## config.mk

```make
export PLATFORM = sky130hd
export DESIGN_NAME = ufb_ctrl
export DESIGN_NICKNAME = d
export VERILOG_FILES = /design/src/rtl/ufb_pkg.sv /design/src/rtl/ufb_bank_decode.sv /design/src/rtl/ufb_frame_format.sv /design/src/rtl/ufb_ctrl.sv
export SDC_FILE = /design/constraint.sdc
export NUM_CORES = 1
export LEC_CHECK = 0
export BUFFER_PORTS_ARGS = -buffer_cell sky130_fd_sc_hd__buf_2
export CELL_PAD_IN_SITES_DETAIL_PLACEMENT = 0
export CELL_PAD_IN_SITES_GLOBAL_PLACEMENT = 2
export CORE_MARGIN = 10
export CORE_UTILIZATION = 30
export CTS_BUF_LIST = sky130_fd_sc_hd__clkbuf_8
export CTS_CLUSTER_DIAMETER = 30
export CTS_CLUSTER_SIZE = 16
export DETAILED_ROUTE_END_ITERATION = 7
export HOLD_SLACK_MARGIN = 0.1
export PLACE_DENSITY = 0.89
export SYNTH_ARGS = -nofsm -noshare
export SYNTH_HDL_FRONTEND = slang
export SYNTH_SLANG_ARGS = --single-unit
```

## constraint.sdc

```tcl
create_clock -name CLK -period 2.7 [get_ports CLK]
set_clock_uncertainty 0.15 [all_clocks]
set_input_delay 0.54 -clock CLK [delete_from_list [all_inputs] [get_ports CLK]]
set_output_delay 0.54 -clock CLK [all_outputs]
set_load 0.05 [all_outputs]
```

## src/rtl/ufb_pkg.sv

```systemverilog
/*
 Constants, field layouts and carrier types for the serial port format,
 bank select and extended mode control block.
 Assumes a single core clock and an 8-bit I/O-mapped host port.
*/
package ufb_pkg;

    // Host port offsets
    localparam logic [2:0] OFS_DATA      = 3'h0;
    localparam logic [2:0] OFS_FIFO_CTL  = 3'h2;
    localparam logic [2:0] OFS_EXT_CTL   = 3'h2;
    localparam logic [2:0] OFS_BANK      = 3'h3;
    localparam logic [2:0] OFS_MODE_CTL  = 3'h4;
    localparam logic [2:0] OFS_MODEM_ST  = 3'h6;
    localparam logic [2:0] OFS_AUX       = 3'h7;

    // Banks holding the control registers
    localparam logic [2:0] BANK_MAIN     = 3'h0;
    localparam logic [2:0] BANK_EXT      = 3'h2;

    // Reset values
    localparam logic [7:0] RST_BANK      = 8'h00;
    localparam logic [7:0] RST_MODE_CTL  = 8'h00;
    localparam logic [6:0] RST_LINE_FMT  = 7'h00;
    localparam logic [7:0] RST_EXT_CTL   = 8'h00;
    localparam logic [7:0] RST_AUX       = 8'h00;

    // Bank select fields
    localparam int BIT_BANK_SWITCH       = 7;

    // Mode control fields
    localparam int BIT_MODE_HI           = 7;
    localparam int BIT_MODE_LO           = 5;
    localparam int BIT_TX_DEFER          = 3;
    localparam int BIT_DMA_EN            = 2;
    localparam int BIT_RTS               = 1;
    localparam int BIT_DTR               = 0;
    localparam int BIT_ISEN              = 3;

    // Extended control one fields
    localparam int BIT_EXT_SWITCH        = 0;
    localparam int BIT_LOOP              = 4;

    // Fifo control fields
    localparam int BIT_FIFO_EN           = 0;

    // Operation modes
    typedef enum logic [2:0] {
        OPM_ASYNC    = 3'h0,
        OPM_ASK_IR   = 3'h2,
        OPM_SIR      = 3'h3,
        OPM_CONS_IR  = 3'h6
    } ufb_opmode_type;

    // Five parity kinds need a three-bit code
    typedef enum logic [2:0] {
        PAR_NONE, PAR_ODD, PAR_EVEN, PAR_MARK_ONE, PAR_SPACE_ZERO
    } ufb_parity_type;

    // Line format byte, bit 6 unused by the format logic
    typedef struct packed {
        logic       spare;
        logic       forced_parity;
        logic       even_parity_pick;
        logic       parity_on;
        logic       stop_bit_count_select;
        logic [1:0] char_length_select;
    } ufb_line_fmt_type;

    typedef struct packed {
        logic [3:0]     data_bits;
        logic [2:0]     tx_stop_halves;
        logic [1:0]     rx_stop_bits;
        ufb_parity_type parity_kind;
    } ufb_frame_type;

    typedef struct packed {
        logic [2:0] bank;
        logic       reserved;
    } ufb_bank_type;

endpackage : ufb_pkg

```

## src/rtl/ufb_bank_decode.sv

```systemverilog
/*
 Bank number decode from the bank select byte.
 Assumes the byte comes straight from the bank select register.
*/
module ufb_bank_decode
    import ufb_pkg::*;
(
    input  wire logic [7:0]   bank_number,
    output ufb_bank_type      decoded
);

    function automatic ufb_bank_type ufb_bank_of(input logic [7:0] v);
        ufb_bank_type r;
        r = '{bank: 3'h0, reserved: 1'b0};
        if (!v[BIT_BANK_SWITCH]) begin
            r.bank = 3'h0;
        end else if (!v[6] || v[1] || v[0]) begin
            r.bank = 3'h1;
        end else if (v[5] && !(v[4] && v[3])) begin
            r.bank = 3'(3'h2 + {1'b0, v[4:3], 1'b0} + {2'b00, v[2]});
        end else begin
            r.reserved = 1'b1;
        end
        return r;
    endfunction : ufb_bank_of

    // Reserved patterns give bank 0 with reserved set and reach no bank registers; bank select stays reachable
    assign decoded = ufb_bank_of(bank_number);

endmodule : ufb_bank_decode

```

## src/rtl/ufb_frame_format.sv

```systemverilog
/*
 Character framing decode from the line format byte plus parity bit
 generation for one outgoing character.
 Assumes the character is right-aligned with unused high bits ignored.
*/
module ufb_frame_format
    import ufb_pkg::*;
(
    input  ufb_line_fmt_type fmt,
    input  wire logic [7:0]  char_data,
    output ufb_frame_type    frame,
    output logic             parity_bit
);

    logic [7:0] masked;

    always_comb begin
        frame.data_bits = 4'(4'h5 + {2'b00, fmt.char_length_select});
        // Half-bit units so 1.5 stop bits stay exact
        if (!fmt.stop_bit_count_select) begin
            frame.tx_stop_halves = 3'h2;
        end else if (fmt.char_length_select == 2'b00) begin
            frame.tx_stop_halves = 3'h3;
        end else begin
            frame.tx_stop_halves = 3'h4;
        end
        frame.rx_stop_bits = 2'h1;
        case ({fmt.parity_on, fmt.forced_parity, fmt.even_parity_pick})
            3'b100:  frame.parity_kind = PAR_ODD;
            3'b101:  frame.parity_kind = PAR_EVEN;
            3'b110:  frame.parity_kind = PAR_MARK_ONE;
            3'b111:  frame.parity_kind = PAR_SPACE_ZERO;
            default: frame.parity_kind = PAR_NONE;
        endcase
        masked = char_data & 8'(8'hFF >> (4'h8 - frame.data_bits));
        case (frame.parity_kind)
            PAR_ODD:      parity_bit = ~(^masked);
            PAR_EVEN:     parity_bit = ^masked;
            PAR_MARK_ONE: parity_bit = 1'b1;
            default:      parity_bit = 1'b0;
        endcase
    end

endmodule : ufb_frame_format

```

## src/rtl/ufb_ctrl.sv

```systemverilog
/*
 Format, bank select and extended mode control registers of the serial
 port, reached over the 8-bit I/O host port, with the decoded controls.
 Assumes host strobes are one-cycle pulses synchronous to CLK and that
 FIFOs, status and the line engines live outside and obey the pulses.
*/
//
// Overview of operation
// - Stop select clear: one stop bit per transmitted character, reset default.
// - Stop select set: 1.5 stop bits for 5-bit, 2 otherwise.
// - Receiver checks only one stop bit regardless of stop select.
// - Length field 00..11 gives five to eight data bits; five at reset.
// - Parity none, odd, even, constant one or zero from three selects.
// - Bank select at offset 03h, reset 00h, steers later host accesses.
// - Bank switch enable clear forces bank 0; set lets low bits choose.
// - Bank 1 on 10xxxxxx, or 11 with bit 1 or bit 0 set.
// - Patterns E0 to F4 in steps of 4 pick banks 2 to 7.
// - Bank select identical and reachable from every bank.
// - Mode control at offset 04h, reset 00h, meaning depends on extended mode.
// - Extended mode: interrupt always enabled, loopback from extended control bit 4.
// - Extended mode field: 000 async, 010 ASK IR, 011 SIR, 110 consumer IR.
// - Mode field change flushes FIFOs, clears status interrupts and aux register.
// - Transmit deferral acts only while transmit FIFO enabled; resets off.
// - DMA enable routes DMA cycles to data holding regardless of bank.
// - Extended loopback: request-to-send drives CTS and DCD internally.
// - Extended loopback: terminal-ready drives DSR and RI internally.
// - Offset 03h acts as line format with bit 7 clear, bank select if set.
module ufb_ctrl
    import ufb_pkg::*;
(
    input  wire logic        CLK,
    input  wire logic        RST_N,
    input  wire logic [2:0]  ADDR,
    input  wire logic        WR,
    input  wire logic        RD,
    input  wire logic [7:0]  WDATA,
    input  wire logic        DMA_ACK,
    input  wire logic [7:0]  TX_CHAR,
    input  wire logic [3:0]  MODEM_IN,
    output logic [7:0]       RDATA,
    output logic [2:0]       BANK,
    output logic             BANK_RESERVED,
    output ufb_frame_type    FRAME,
    output logic             TX_PARITY,
    output logic             EXT_MODE,
    output ufb_opmode_type   OP_MODE,
    output logic             IRQ_ENABLE,
    output logic             TX_DEFER,
    output logic             DMA_ENABLE,
    output logic             HOLD_WR,
    output logic             HOLD_RD,
    output logic [3:0]       MODEM_STATUS,
    output logic             FLUSH_TX,
    output logic             FLUSH_RX,
    output logic             CLR_LINE_INT,
    output logic             CLR_MODEM_INT,
    output logic [7:0]       AUX
);

    typedef struct packed {
        logic [7:0]       bank_number;
        ufb_line_fmt_type line_fmt;
        logic [7:0]       mode_ctl;
        logic [7:0]       ext_ctl;
        logic             fifo_en;
        logic [7:0]       aux;
        logic [7:0]       rdata;
        logic             tx_parity;
        logic             mode_changed;
        logic             hold_wr;
        logic             hold_rd;
    } ufb_state_type;

    ufb_state_type    st;
    ufb_state_type    next_st;
    ufb_bank_type     dec;
    ufb_frame_type    frame;
    logic             parity_bit;
    logic             ext;
    logic             loop_on;
    logic [3:0]       modem_now;
    logic             dma_cycle;
    logic             acc_main;
    logic             acc_ext;

    ufb_bank_decode u_bank (
        .bank_number (st.bank_number),
        .decoded     (dec)
    );

    ufb_frame_format u_fmt (
        .fmt        (st.line_fmt),
        .char_data  (TX_CHAR),
        .frame      (frame),
        .parity_bit (parity_bit)
    );

    assign ext       = st.ext_ctl[BIT_EXT_SWITCH];
    assign loop_on   = ext && st.ext_ctl[BIT_LOOP];
    // Bit 2 means something else outside extended mode, so DMA needs ext too
    assign dma_cycle = DMA_ACK && ext && st.mode_ctl[BIT_DMA_EN];
    assign acc_main  = !dma_cycle && dec.bank == BANK_MAIN && !dec.reserved;
    assign acc_ext   = !dma_cycle && dec.bank == BANK_EXT && !dec.reserved;

    // Modem status order: DCD, RI, DSR, CTS
    always_comb begin
        if (loop_on) begin
            modem_now = {st.mode_ctl[BIT_RTS], st.mode_ctl[BIT_DTR],
                         st.mode_ctl[BIT_DTR], st.mode_ctl[BIT_RTS]};
        end else begin
            modem_now = MODEM_IN;
        end
    end

    always_comb begin
        next_st              = st;
        next_st.mode_changed = 1'b0;
        next_st.hold_wr      = 1'b0;
        next_st.hold_rd      = 1'b0;
        next_st.tx_parity    = parity_bit;
        if (WR) begin
            if (dma_cycle) begin
                next_st.hold_wr = 1'b1;
            end else if (ADDR == OFS_BANK) begin
                next_st.bank_number = WDATA;
                if (!WDATA[BIT_BANK_SWITCH]) begin
                    next_st.line_fmt = ufb_line_fmt_type'(WDATA[6:0]);
                end
            end else if (acc_main) begin
                case (ADDR)
                    OFS_DATA: begin
                        next_st.hold_wr = 1'b1;
                    end
                    OFS_FIFO_CTL: begin
                        next_st.fifo_en = WDATA[BIT_FIFO_EN];
                    end
                    OFS_MODE_CTL: begin
                        next_st.mode_ctl = WDATA;
                        if (ext && WDATA[BIT_MODE_HI:BIT_MODE_LO]
                                != st.mode_ctl[BIT_MODE_HI:BIT_MODE_LO]) begin
                            next_st.mode_changed = 1'b1;
                        end
                    end
                    OFS_AUX: begin
                        next_st.aux = WDATA;
                    end
                    default: begin
                    end
                endcase
            end else if (acc_ext && ADDR == OFS_EXT_CTL) begin
                next_st.ext_ctl = WDATA;
            end
        end
        // Mode change wipes aux one cycle later, after any same-cycle write
        if (st.mode_changed) begin
            next_st.aux = RST_AUX;
        end
        if (RD) begin
            next_st.rdata = 8'h00;
            if (dma_cycle) begin
                next_st.hold_rd = 1'b1;
            end else if (ADDR == OFS_BANK) begin
                next_st.rdata = st.bank_number;
            end else if (acc_main) begin
                case (ADDR)
                    OFS_DATA:     next_st.hold_rd = 1'b1;
                    OFS_FIFO_CTL: next_st.rdata = {7'h00, st.fifo_en};
                    OFS_MODE_CTL: next_st.rdata = st.mode_ctl;
                    OFS_MODEM_ST: next_st.rdata = {modem_now, 4'h0};
                    OFS_AUX:      next_st.rdata = st.aux;
                    default:      next_st.rdata = 8'h00;
                endcase
            end else if (acc_ext && ADDR == OFS_EXT_CTL) begin
                next_st.rdata = st.ext_ctl;
            end
        end
    end

    always_ff @(posedge CLK) begin
        if (!RST_N) begin
            st <= '{bank_number: RST_BANK,
                    line_fmt: ufb_line_fmt_type'(RST_LINE_FMT),
                    mode_ctl: RST_MODE_CTL,
                    ext_ctl: RST_EXT_CTL, fifo_en: 1'b0, aux: RST_AUX,
                    rdata: 8'h00, tx_parity: 1'b0, mode_changed: 1'b0,
                    hold_wr: 1'b0, hold_rd: 1'b0};
        end else begin
            st <= next_st;
        end
    end

    assign RDATA         = st.rdata;
    assign BANK          = dec.bank;
    assign BANK_RESERVED = dec.reserved;
    assign FRAME         = frame;
    assign TX_PARITY     = st.tx_parity;
    assign EXT_MODE      = ext;
    // Reserved mode codes pass through; the line engines treat them as async
    assign OP_MODE       = ext ? ufb_opmode_type'(st.mode_ctl[BIT_MODE_HI:BIT_MODE_LO])
                               : OPM_ASYNC;
    assign IRQ_ENABLE    = ext || st.mode_ctl[BIT_ISEN];
    assign TX_DEFER      = ext && st.mode_ctl[BIT_TX_DEFER] && st.fifo_en;
    assign DMA_ENABLE    = ext && st.mode_ctl[BIT_DMA_EN];
    assign HOLD_WR       = st.hold_wr;
    assign HOLD_RD       = st.hold_rd;
    assign MODEM_STATUS  = modem_now;
    assign FLUSH_TX      = st.mode_changed;
    assign FLUSH_RX      = st.mode_changed;
    assign CLR_LINE_INT  = st.mode_changed;
    assign CLR_MODEM_INT = st.mode_changed;
    assign AUX           = st.aux;

    property p_stop_one;
        @(posedge CLK) disable iff (!RST_N)
        !st.line_fmt.stop_bit_count_select |-> FRAME.tx_stop_halves == 3'h2;
    endproperty
    a_stop_one: assert property (p_stop_one) else $error("stop not one");

    property p_stop_long;
        @(posedge CLK) disable iff (!RST_N)
        st.line_fmt.stop_bit_count_select |->
            FRAME.tx_stop_halves == ((st.line_fmt.char_length_select == 2'b00) ? 3'h3 : 3'h4);
    endproperty
    a_stop_long: assert property (p_stop_long) else $error("long stop wrong");

    property p_rx_stop;
        @(posedge CLK) disable iff (!RST_N) FRAME.rx_stop_bits == 2'h1;
    endproperty
    a_rx_stop: assert property (p_rx_stop) else $error("rx stop not one");

    property p_len;
        @(posedge CLK) disable iff (!RST_N)
        WR && !DMA_ACK && ADDR == OFS_BANK && !WDATA[7] && WDATA[1:0] == 2'b11
            |=> FRAME.data_bits == 4'h8;
    endproperty
    a_len: assert property (p_len) else $error("length not eight");

    property p_parity;
        @(posedge CLK) disable iff (!RST_N)
        WR && !DMA_ACK && ADDR == OFS_BANK && WDATA[7:3] == 5'b00111
            |=> FRAME.parity_kind == PAR_SPACE_ZERO ##1 TX_PARITY == 1'b0;
    endproperty
    a_parity: assert property (p_parity) else $error("stick zero wrong");

    property p_bank_rb;
        @(posedge CLK) disable iff (!RST_N)
        WR && ADDR == OFS_BANK ##1 RD && ADDR == OFS_BANK && !DMA_ACK
            |=> RDATA == $past(WDATA, 2);
    endproperty
    a_bank_rb: assert property (p_bank_rb) else $error("bank readback");

    property p_bank0;
        @(posedge CLK) disable iff (!RST_N)
        WR && !DMA_ACK && ADDR == OFS_BANK && !WDATA[7] |=> BANK == 3'h0 && !BANK_RESERVED;
    endproperty
    a_bank0: assert property (p_bank0) else $error("bank not zero");

    property p_bank_hi;
        @(posedge CLK) disable iff (!RST_N)
        WR && !DMA_ACK && ADDR == OFS_BANK && WDATA == 8'hF4 |=> BANK == 3'h7;
    endproperty
    a_bank_hi: assert property (p_bank_hi) else $error("bank seven");

    property p_mode_flush;
        @(posedge CLK) disable iff (!RST_N)
        WR && ADDR == OFS_MODE_CTL && acc_main && ext
            && WDATA[7:5] != st.mode_ctl[7:5]
            |=> FLUSH_TX && FLUSH_RX && CLR_LINE_INT ##1 !FLUSH_TX && AUX == 8'h00;
    endproperty
    a_mode_flush: assert property (p_mode_flush) else $error("no flush");

    property p_defer;
        @(posedge CLK) disable iff (!RST_N) TX_DEFER |-> st.fifo_en && EXT_MODE;
    endproperty
    a_defer: assert property (p_defer) else $error("defer without fifo");

    property p_dma;
        @(posedge CLK) disable iff (!RST_N)
        DMA_ACK && DMA_ENABLE && WR |=> HOLD_WR ##1 !HOLD_WR || $past(WR);
    endproperty
    a_dma: assert property (p_dma) else $error("dma not routed");

    property p_loop;
        @(posedge CLK) disable iff (!RST_N)
        loop_on |-> MODEM_STATUS == {st.mode_ctl[1], st.mode_ctl[0],
                                     st.mode_ctl[0], st.mode_ctl[1]};
    endproperty
    a_loop: assert property (p_loop) else $error("loop routing");

    property p_loop_dtr;
        @(posedge CLK) disable iff (!RST_N)
        loop_on |-> MODEM_STATUS[2:1] == {2{st.mode_ctl[BIT_DTR]}};
    endproperty
    a_loop_dtr: assert property (p_loop_dtr) else $error("loop dtr routing");

    property p_dma_rd;
        @(posedge CLK) disable iff (!RST_N)
        DMA_ACK && DMA_ENABLE && RD |=> HOLD_RD;
    endproperty
    a_dma_rd: assert property (p_dma_rd) else $error("dma read not routed");

    property p_irq;
        @(posedge CLK) disable iff (!RST_N) EXT_MODE |-> IRQ_ENABLE;
    endproperty
    a_irq: assert property (p_irq) else $error("irq not forced on");

    property p_bank1;
        @(posedge CLK) disable iff (!RST_N)
        WR && !DMA_ACK && ADDR == OFS_BANK && WDATA[7:6] == 2'b10
            |=> BANK == 3'h1 && !BANK_RESERVED;
    endproperty
    a_bank1: assert property (p_bank1) else $error("bank not one");

    property p_bank_rsv;
        @(posedge CLK) disable iff (!RST_N)
        WR && !DMA_ACK && ADDR == OFS_BANK && WDATA[7:5] == 3'b110 && WDATA[1:0] == 2'b00
            |=> BANK_RESERVED;
    endproperty
    a_bank_rsv: assert property (p_bank_rsv) else $error("reserved bank missed");

endmodule : ufb_ctrl

```

# --- After elaboration in Yosys (flattened, before gate mapping) ---
# Cells that the tools add are included.
# W data, S select, Z words.
totals:
  regBits: 51
  latch_bits: 0
  mem_bits_rw: 0
  mem_bits_ro: 0
  inputBits: 28
  out_inout_bits: 50
  word_cells: 103
  n_memories: 0
op_classes:
  add_sub_neg: 4
  n_mul: 0
  div: 0
  n_lt_le_gt_ge: 0
  n_eq_ne: 14
  n_shift: 1
  muxes: 25
  n_bitwise: 9
  n_reduce_logical: 35
ops:
  columns: ["cell", "count"]
  rows:
  - ["$mux W8", 4]
  - ["$pmux W8 S4", 1]
  - ["$eq A3 B3 Y1 const B", 7]
  - ["$reduce_and A5 Y1", 4]
  - ["$mux W3", 6]
  - ["$eq A3 B2 Y1 const B", 5]
  - ["$logic_and A1 B1 Y1", 14]
  - ["$pmux W3 S4", 1]
  - ["$mux W1", 11]
  - ["$and A8 B8 Y8", 1]
  - ["$not A1 Y1", 8]
  - ["$reduce_xor A8 Y1", 1]
  - ["$shr A8 B4 Y8 const A", 1]
  - ["$logic_not A3 Y1", 2]
  - ["$reduce_or A6 Y1", 1]
  - ["$add A3 B2 Y4 const A", 1]
  - ["$logic_not A1 Y1", 4]
  - ["$mux W4", 1]
  - ["$reduce_and A2 Y1", 2]
  - ["$reduce_and A4 Y1", 1]
  - ["$sub A4 B4 Y4 const A", 1]
  - ["$add A2 B3 Y3 const A", 1]
  - ["$add A3 B1 Y3", 1]
  - ["$eq A3 B1 Y1 const B", 1]
  - ["other kinds (6)", 8]

# --- Logic depth before layout (Yosys ltp) ---
# Gate-level depths: netlist of run 1.
depth:
  depth_word: 14
  depth_mapped: 7
  mapped_depth_nobuf: 7

# --- Cells and area by module ---
# A second synthesis of run 1 with hierarchy kept.
hier_totals:
  cells_unflattened: 326
  hier_area_um2: 2972.9
modules_own_cells:
  columns: ["module", "instances", "cells_each", "area_per_inst_um2", "seq_area_each_um2"]
  rows:
  - ["ufb_ctrl", 1, 290, 2657.5, 1041.0]
  - ["ufb_frame_format", 1, 28, 240.2, 0.0]
  - ["ufb_bank_decode", 1, 8, 75.1, 0.0]

# --- Worst setup path after synthesis of run 1 ---
# No wires, ideal clock.
synth_path:
  path_type: "register to output"
  startpoint: "register st[37] in the netlist's numbering"
  endpoint: "output port FRAME[6] in the netlist's numbering"
  t_arrival_ns: 2.142
  required_time_ns: 2.010
  path_slack_ns: -0.132
  stages_incl_launch_ff: 5
  path_buffers: 0
  cell_sequence: "dfxtp_1 -> inv_1 -> ha_1 -> nor2b_1 -> inv_1"
synth_lines:
  columns: ["item", "line_no", "text"]
  rows:
  - ["from (decl)", "ufb_ctrl.sv:74", "ufb_state_type st;"]
  - ["from (signal assigned)", "ufb_ctrl.sv:181", "st <= '{bank_number: RST_BANK,"]
  - ["from (signal assigned)", "ufb_ctrl.sv:188", "st <= next_st;"]
  - ["to (decl)", "ufb_ctrl.sv:43", "output ufb_frame_type FRAME,"]

# --- Final worst setup path of run 1 ---
layout_path:
  startpoint: "register st[47] in the netlist's numbering"
  endpoint: "register st[28] in the netlist's numbering"
layout_via:
  elab_chain_len: 11
  word_cells_on_any_way: 21
  classes_between: "2 x add/sub; 1 x eq/ne; 6 x mux; 1 x bitwise; 11 x reduce/logical"
layout_lines:
  columns: ["item"]
  rows:
  - ["parallel branches: the longest is 10 deep, another holds $add A2 B3 Y3"]
  - ["$reduce_and A5 Y1 (no source line) (*)"]
# Every way passes the cells marked *.
# A chain may end at the register's enable or synchronous reset.

==> results of run 1 <==
[report_power, final]
| group | total (mW) | leakage [nW] | internal, mW | switching, mW |
|---|---|---|---|---|
| registers | 0.775 | 0.412 | 0.764 | 0.0110 |
| logic | 0.220 | 1.08 | 0.0802 | 0.140 |
| clock network | 0.521 | 0.0554 | 0.269 | 0.252 |
| total | 1.52 | 1.55 | 1.11 | 0.404 |
[final timing paths]
| check | depth (start not counted) | slack (ps) | to | startpoint |
|---|---|---|---|---|
| setup / recovery | 6 | 150 | st[28] | st[47] |
| hold / removal | 1 | 320 | RDATA[1] | RDATA[1] |
| setup reg to reg | 6 | 150 | st[28] | st[47] |
| hold reg to reg | 1 | 320 | RDATA[1] | RDATA[1] |
[through the flow]
| stage | cell area, sq um | total power, mW | instances | util (%) |
|---|---|---|---|---|
| detailed placement | 3290 | 1.01 | 515 | 35.5 |
| CTS | 3400 | 1.53 | 522 | 36.6 |
| global placement | 3290 | 1.01 | 515 | 35.5 |
| finish | 3400 | 1.52 | 522 | 36.6 |
| global route | 3400 | 1.57 | 522 | 36.6 |
| floorplan | 2880 | 0.943 | 333 | - |
[layout make-up]
type / count / area share, %
clock buffer: 5 / 2.03
sequential: 51 / 30.1
clock inverter: 2 / 0.994
tap: 129 / 4.75
multi-input combinational: 243 / 48.0
inverter: 6 / 0.663
timing repair buffer: 86 / 13.5
[cells in the final DEF, fill, tap and decap left out, types with 5 or more instances in the layout]
cell type / n
ha_1: 5
buf_2: 75
o21ai_0: 5
a21o_1: 5
and3_1: 7
dfxtp_1: 51
nand2_1: 44
xnor2_1: 6
nor3_1: 7
nand2b_1: 5
mux2i_1: 31
nand3_1: 7
and2_1: 10
inv_1: 7
a21boi_0: 8
clkbuf_8: 5
a21oi_1: 8
nor2_1: 24
buf_4: 11
nor2b_1: 29
[layer usage]
layer | part of all wire (%) | vias to the layer above | wire, microns
met5 | 0 | - | 0
met1 | 47 | 1189 | 4060
li1 | - | 1242 | -
met4 | 1.3 | 0 | 112
met3 | 7.7 | 11 | 674
met2 | 44 | 76 | 3880
[worst max-delay path, delay by kind of cell (launching register included)]
kind                       cells  cell delay [ps]
muxes                          1              260
and+or+nand+nor                4             1390
adders and majority gates      1              320
DFF                            1              330
[sequential cells by signal, summed over array words and instances (netlist names)]
name          cells
AUX               8
TX_PARITY         1
HOLD_RD           1
st               30
EXT_MODE          1
RDATA             8
CLR_LINE_INT      1
HOLD_WR           1
[cells by family (layout without fill, tap and decap cells)]
group,after synthesis,after routing
AO/OA/AOI/OAI,45,45
XOR/XNOR,10,10
adder cells (fa/ha/maj),5,5
buffers and inverters,39,99
flip-flops,51,51
multiplexers,31,31
other,2,2
AND/OR/NAND/NOR,150,150
[synth_stat cells, drive strengths merged, types with 5 or more instances]
master,instances
nor2b,30
clkbuf,8
a21boi,8
inv,6
o21ai,5
ha,5
and2,10
dfxtp,51
a21oi,8
mux2i,31
nand2b,5
nand2,44
nor2,24
xnor2,6
and3,7
a21o,5
nand3,7
nor3,9
buf,25
==> results.md, run 1 <==
* Status: complete, no violations
* Clock sinks at 51
* Final wirelength at ~8700 microns
* Clk Latency, worst-skew pair at 300 ps
* Multiplexer share of the synthesized area at a little over a tenth
* Worst endpoint required time at between 2000 and 3000 ps
* Max-cap violations at 0
* PnR worst setup slack at roughly 150 ps
* Antenna-violating nets left at 0
* # rows at 35
* Largest family of logic cells by synthesized area: simple AND/OR/NAND/NOR gates
* Global route overflow at 0
* Max stage delay cell, worst path: or4b_1
* Total CTS buffers at 5
* Fin crit period at around 2500 ps
* Worst EP arrival at 2590 ps
* Final setup fails at 0
* Area leader, netlist: dfxtp_1
* Smallest hold slack at roughly 320 ps
* Worst slack, placed at roughly 170 ps
* Met2 Use GR at 18.5%
* # port buffers at 75
* Detailed-route via count at 2518
* Worst-path cell chain: ha_1, or4b_1, or3_4, nor3_4, mux2i_1, nor2b_1
* Tightest Pin Transition at around 580 ps
* Post-Syn Area at between 0.002 and 0.003 sq mm
* DRC Markers at 0
* Power per cell area at about 450 mW/mm^2
* Yosys warnings at 0
* Seq/Total Area, Yosys at about 35%
* Syn-to-layout area delta at 18.1%
* Sequential cell area at 0.00102 sq mm
* Type of origin of the critical path: flip-flop
* Routability cong. at 0.813
* Hold Crit Class: reg -> reg
* Syn Area/Cell at 8.64 sq um
* Slowest stage delay, CP at ~540 ps
* Post-CTS Setup Bufs at 0
* Post-CTS sizing at 0
* Reg clk slew, reported paths at approximately 90 ps
* Yosys reg bits at 51
* Final HPWL DP at a little under 7000 microns
* Fillcell total at ~1.0k
* TritonRoute pass-1 iters at 4
* Ports at between 70 and 80
* Asr flop ratio synth at 0%
* Layout cells sized above 1 at roughly a quarter
* Synth top area share at roughly 35%
* Vias per inst at between 4 and 5
* Die height at around 120 microns
* Critical path capture point type: flip-flop
* Tcrit/Tclk final at a little over nine tenths
* M3 GR Usage at between 3 and 4%
* Slew Viols, Final at 0
* TritonCTS clock tree: yes
* Pin count of the biggest net entering global routing at ~40
* Top Usage Layer GRT: met2
* Critical-path maximum fanout at 8
* Sum of negative setup slack at 0 ps
* Vias in the first global route at 2474
* Simple-Gate Fraction of Synth Area at between 20% and 30%
* Compound-cell area share of the yosys netlist at 11.3%
* Relative slew slack at roughly 60%
* GRT Util Overall at 11.9%
* # diodes at 0
* # nets final at between 400 and 500
* Area of the multi-input gates at about 0.0016 sq mm
* RSZ-0062 raised after global routing: no
* H-tree depth at 2
* Mapped Cells at 333
* Root Driver: clkbuf_8
* Met1 GRT Util at 15.7%
* EDFF count, synth at 0
* First DRT Iteration DRCs at between 100 and 150
* Core area at a little over 0.009 sq mm
* Hold_buf cts at 0
* Initial antenna violation count at 0
* CTS Buffer Depth at 2
* Post-Synth Adder-Cell Area at approximately 2.2%
* Routed wire length per instance at about 17 microns
* Initial Util at between 30 and 40%
* XOR/XNOR Fraction of Synth Area at roughly 4%
* Pleak at 1.55 nW
* Global-route wire length before repair at 13600 microns
* Top FF cell, synth: dfxtp_1
* Fmax at 393 MHz
* Die area at roughly 0.014 sq mm
* Synth area leaders: dfxtp_1 (35%), mux2i_1 (11%), nor2b_1 (6.5%)
* Post-synth cell types at 45
* Final hold violations at 0
* Maximum vdd ir drop at 210 uV
* Syn_nets at around 370
* Horiz. Die Dim at 118 microns
* Critical path class: reg -> reg
Power figures use the tool's default switching activity.
==> run 2: changes to the inputs <==
--- a/config.mk
+++ b/config.mk
@@ -15,7 +15,7 @@
 export CTS_CLUSTER_SIZE = 16
 export DETAILED_ROUTE_END_ITERATION = 7
 export HOLD_SLACK_MARGIN = 0.1
-export PLACE_DENSITY = 0.89
+export PLACE_DENSITY = 0.75
 export SYNTH_ARGS = -nofsm -noshare
 export SYNTH_HDL_FRONTEND = slang
 export SYNTH_SLANG_ARGS = --single-unit
==> results.md, run 2 (synthesis results as in run 1) <==
* Most frequent cells in the layout: buf_2 (75), dfxtp_1 (51), nand2_1 (44)
* Critical path class: reg -> reg
* Root Driver: clkbuf_8
* Final HPWL DP at 7030 microns (+2.2%)
* DRC Markers at 0 (unchanged)
* Final wirelength at 9000 microns (+3.2%)
* H-tree depth at 2 (unchanged)
* Relative slew slack at 49.0% (-12 points)
* Worst slack, placed at 286 ps (+119 ps)
* Hold_buf cts at 0 (unchanged)
* Critical path capture point type: flip-flop
* Tcrit/Tclk final at 90.5% (-3.8 points)
* Critical-path maximum fanout at 7 (-1)
* Power per cell area at 433 mW/mm^2 (-2.9%)
* Hold Crit Start: RDATA[2]
* Post-Route Utilization at 36.8% (+0.18 points)
* TritonCTS clock tree: yes
* TritonRoute pass-1 iters at 4 (unchanged)
* # nets final at 429 (+0.70%)
* Hold Crit Class: reg -> reg
* Pleak at 1.56 nW (+0.46%)
* Initial Util at 31.0% (unchanged)
* Fmax at 409 MHz (+4.2%)
* Vias per inst at 4.74 (-1.8%)
* Clock sinks at 51 (unchanged)
* Maximum vdd ir drop at 225 uV (+7.3%)
* Post-CTS Setup Bufs at 0 (unchanged)
* Type of origin of the critical path: flip-flop
* CTS Buffer Depth at 2 (unchanged)
* Slowest stage delay, CP at 710 ps (+170 ps)
* Critical Path Start: st[47]
* # diodes at 0 (unchanged)
* Max-cap violations at 0 (unchanged)
* Reg clk slew, reported paths at 100 ps (about the same)
* Global route overflow at 0 (unchanged)
* Reg-to-reg critical path startpoint: st[47]
* GRT Util Overall at 12.8% (+0.84 points)
* Syn-to-layout area delta at 18.7%
* Die area at 0.0139 sq mm (unchanged)
* Slew Viols, Final at 0 (unchanged)
* Ports at 78 (unchanged)
* RSZ-0062 raised after global routing: no
* Tightest Pin Transition at 755 ps (+176 ps)
* Antenna-violating nets left at 0 (unchanged)
* Routed wire length per instance at 17.1 microns (+2.4%)
* Worst endpoint required time at 2810 ps (+60 ps)
* Commonest non-fill, non-tap cell in the layout: buf_2
* Final hold violations at 0 (unchanged)
* Post-CTS sizing at 0 (unchanged)
* Most flops, register: st
* Horiz. Die Dim at 118 microns (unchanged)
* Fin crit period at 2440 ps (-103 ps)
* Global-route wire length before repair at 14600 microns (+7.1%)
* Worst-path cell chain: ha_1, and2b_1, a41oi_1, or4b_1, a31oi_1, o311a_1
* Status: complete, no violations
* Routability cong. at 0.811 (-0.23%)
* Placed cells at 518 (+0.58%)
* Final non-filler cell total at 526 (+0.77%)
* Die height at 118 microns (unchanged)
* # rows at 35 (unchanged)
* Clk Latency, worst-skew pair at 320 ps (+20 ps)
* Initial antenna violation count at 0 (unchanged)
* Max reg flops at 30 (unchanged)
* Layout cells sized above 1 at 26.2% (+1.0 points)
* Total CTS buffers at 5 (unchanged)
* Top Family by Delay on Critical Path: simple AND/OR/NAND/NOR gates
* Sum of negative setup slack at 0 ps (unchanged)
* Vias in the first global route at 2627 (+6.2%)
* Worst path buffer plus inverter count at 0 (unchanged)
* Worst EP arrival at 2550 ps (-40 ps)
* PnR worst setup slack at 257 ps (+103 ps)
* Final setup fails at 0 (unchanged)
* Pin count of the biggest net entering global routing at 41 (unchanged)
* Core area at 0.00928 sq mm (unchanged)
* First DRT Iteration DRCs at 121 (-19%)
* Max stage delay cell, worst path: or4b_1
* Detailed-route via count at 2492 (-1.0%)
* # port buffers at 75 (unchanged)
* Smallest hold slack at 322 ps (+4.58 ps)
## run 2: area by class of cell
class	instances	area [sq um]
clock buffer	5	68.8
clock inverter	3	27.5
fill	1036	5870
inverter	6	22.5
multi-input combinational	243	1630
sequential	51	1020
tap	129	161
timing repair buffer	89	480
## run 2: worst reg2reg max path, stage by stage, from the launching register on
cell     delay (ps)
dfxtp_1         330
ha_1            200
and2b_1         260
a41oi_1         360
or4b_1          710
a31oi_1         200
o311a_1         180
## run 2: path summary, 6_finish.rpt
| path | end | slack (ps) | cells after the start |
|---|---|---|---|
| max reg2reg | RDATA[7] | 260 | 6 |
| min | RDATA[2] | 320 | 1 |
| min reg2reg | RDATA[2] | 320 | 1 |
| max | RDATA[7] | 260 | 6 |
## run 2: through the flow
step	area, sq um	power, mW
global route	3410	1.55
detailed placement	3320	1.02
CTS	3410	1.50
finish	3410	1.48
global placement	3320	1.02
floorplan	2880	0.943
## run 2: where the power goes
group | leakage [nW] | internal (mW) | switching, mW
registers | 0.412 | 0.764 | 0.0112
clock network | 0.0463 | 0.191 | 0.292
logic | 1.10 | 0.0807 | 0.140
total | 1.56 | 1.04 | 0.443
## run 2: per-layer routing
metal  vias to the layer above  track usage, %  routed length, microns
met1                      1160            16.8                    4350
met2                        76            19.8                    3980
li1                       1248               -                       -
met4                         0            3.48                     125
met3                         8            3.79                     544
met5                         -               0                       0
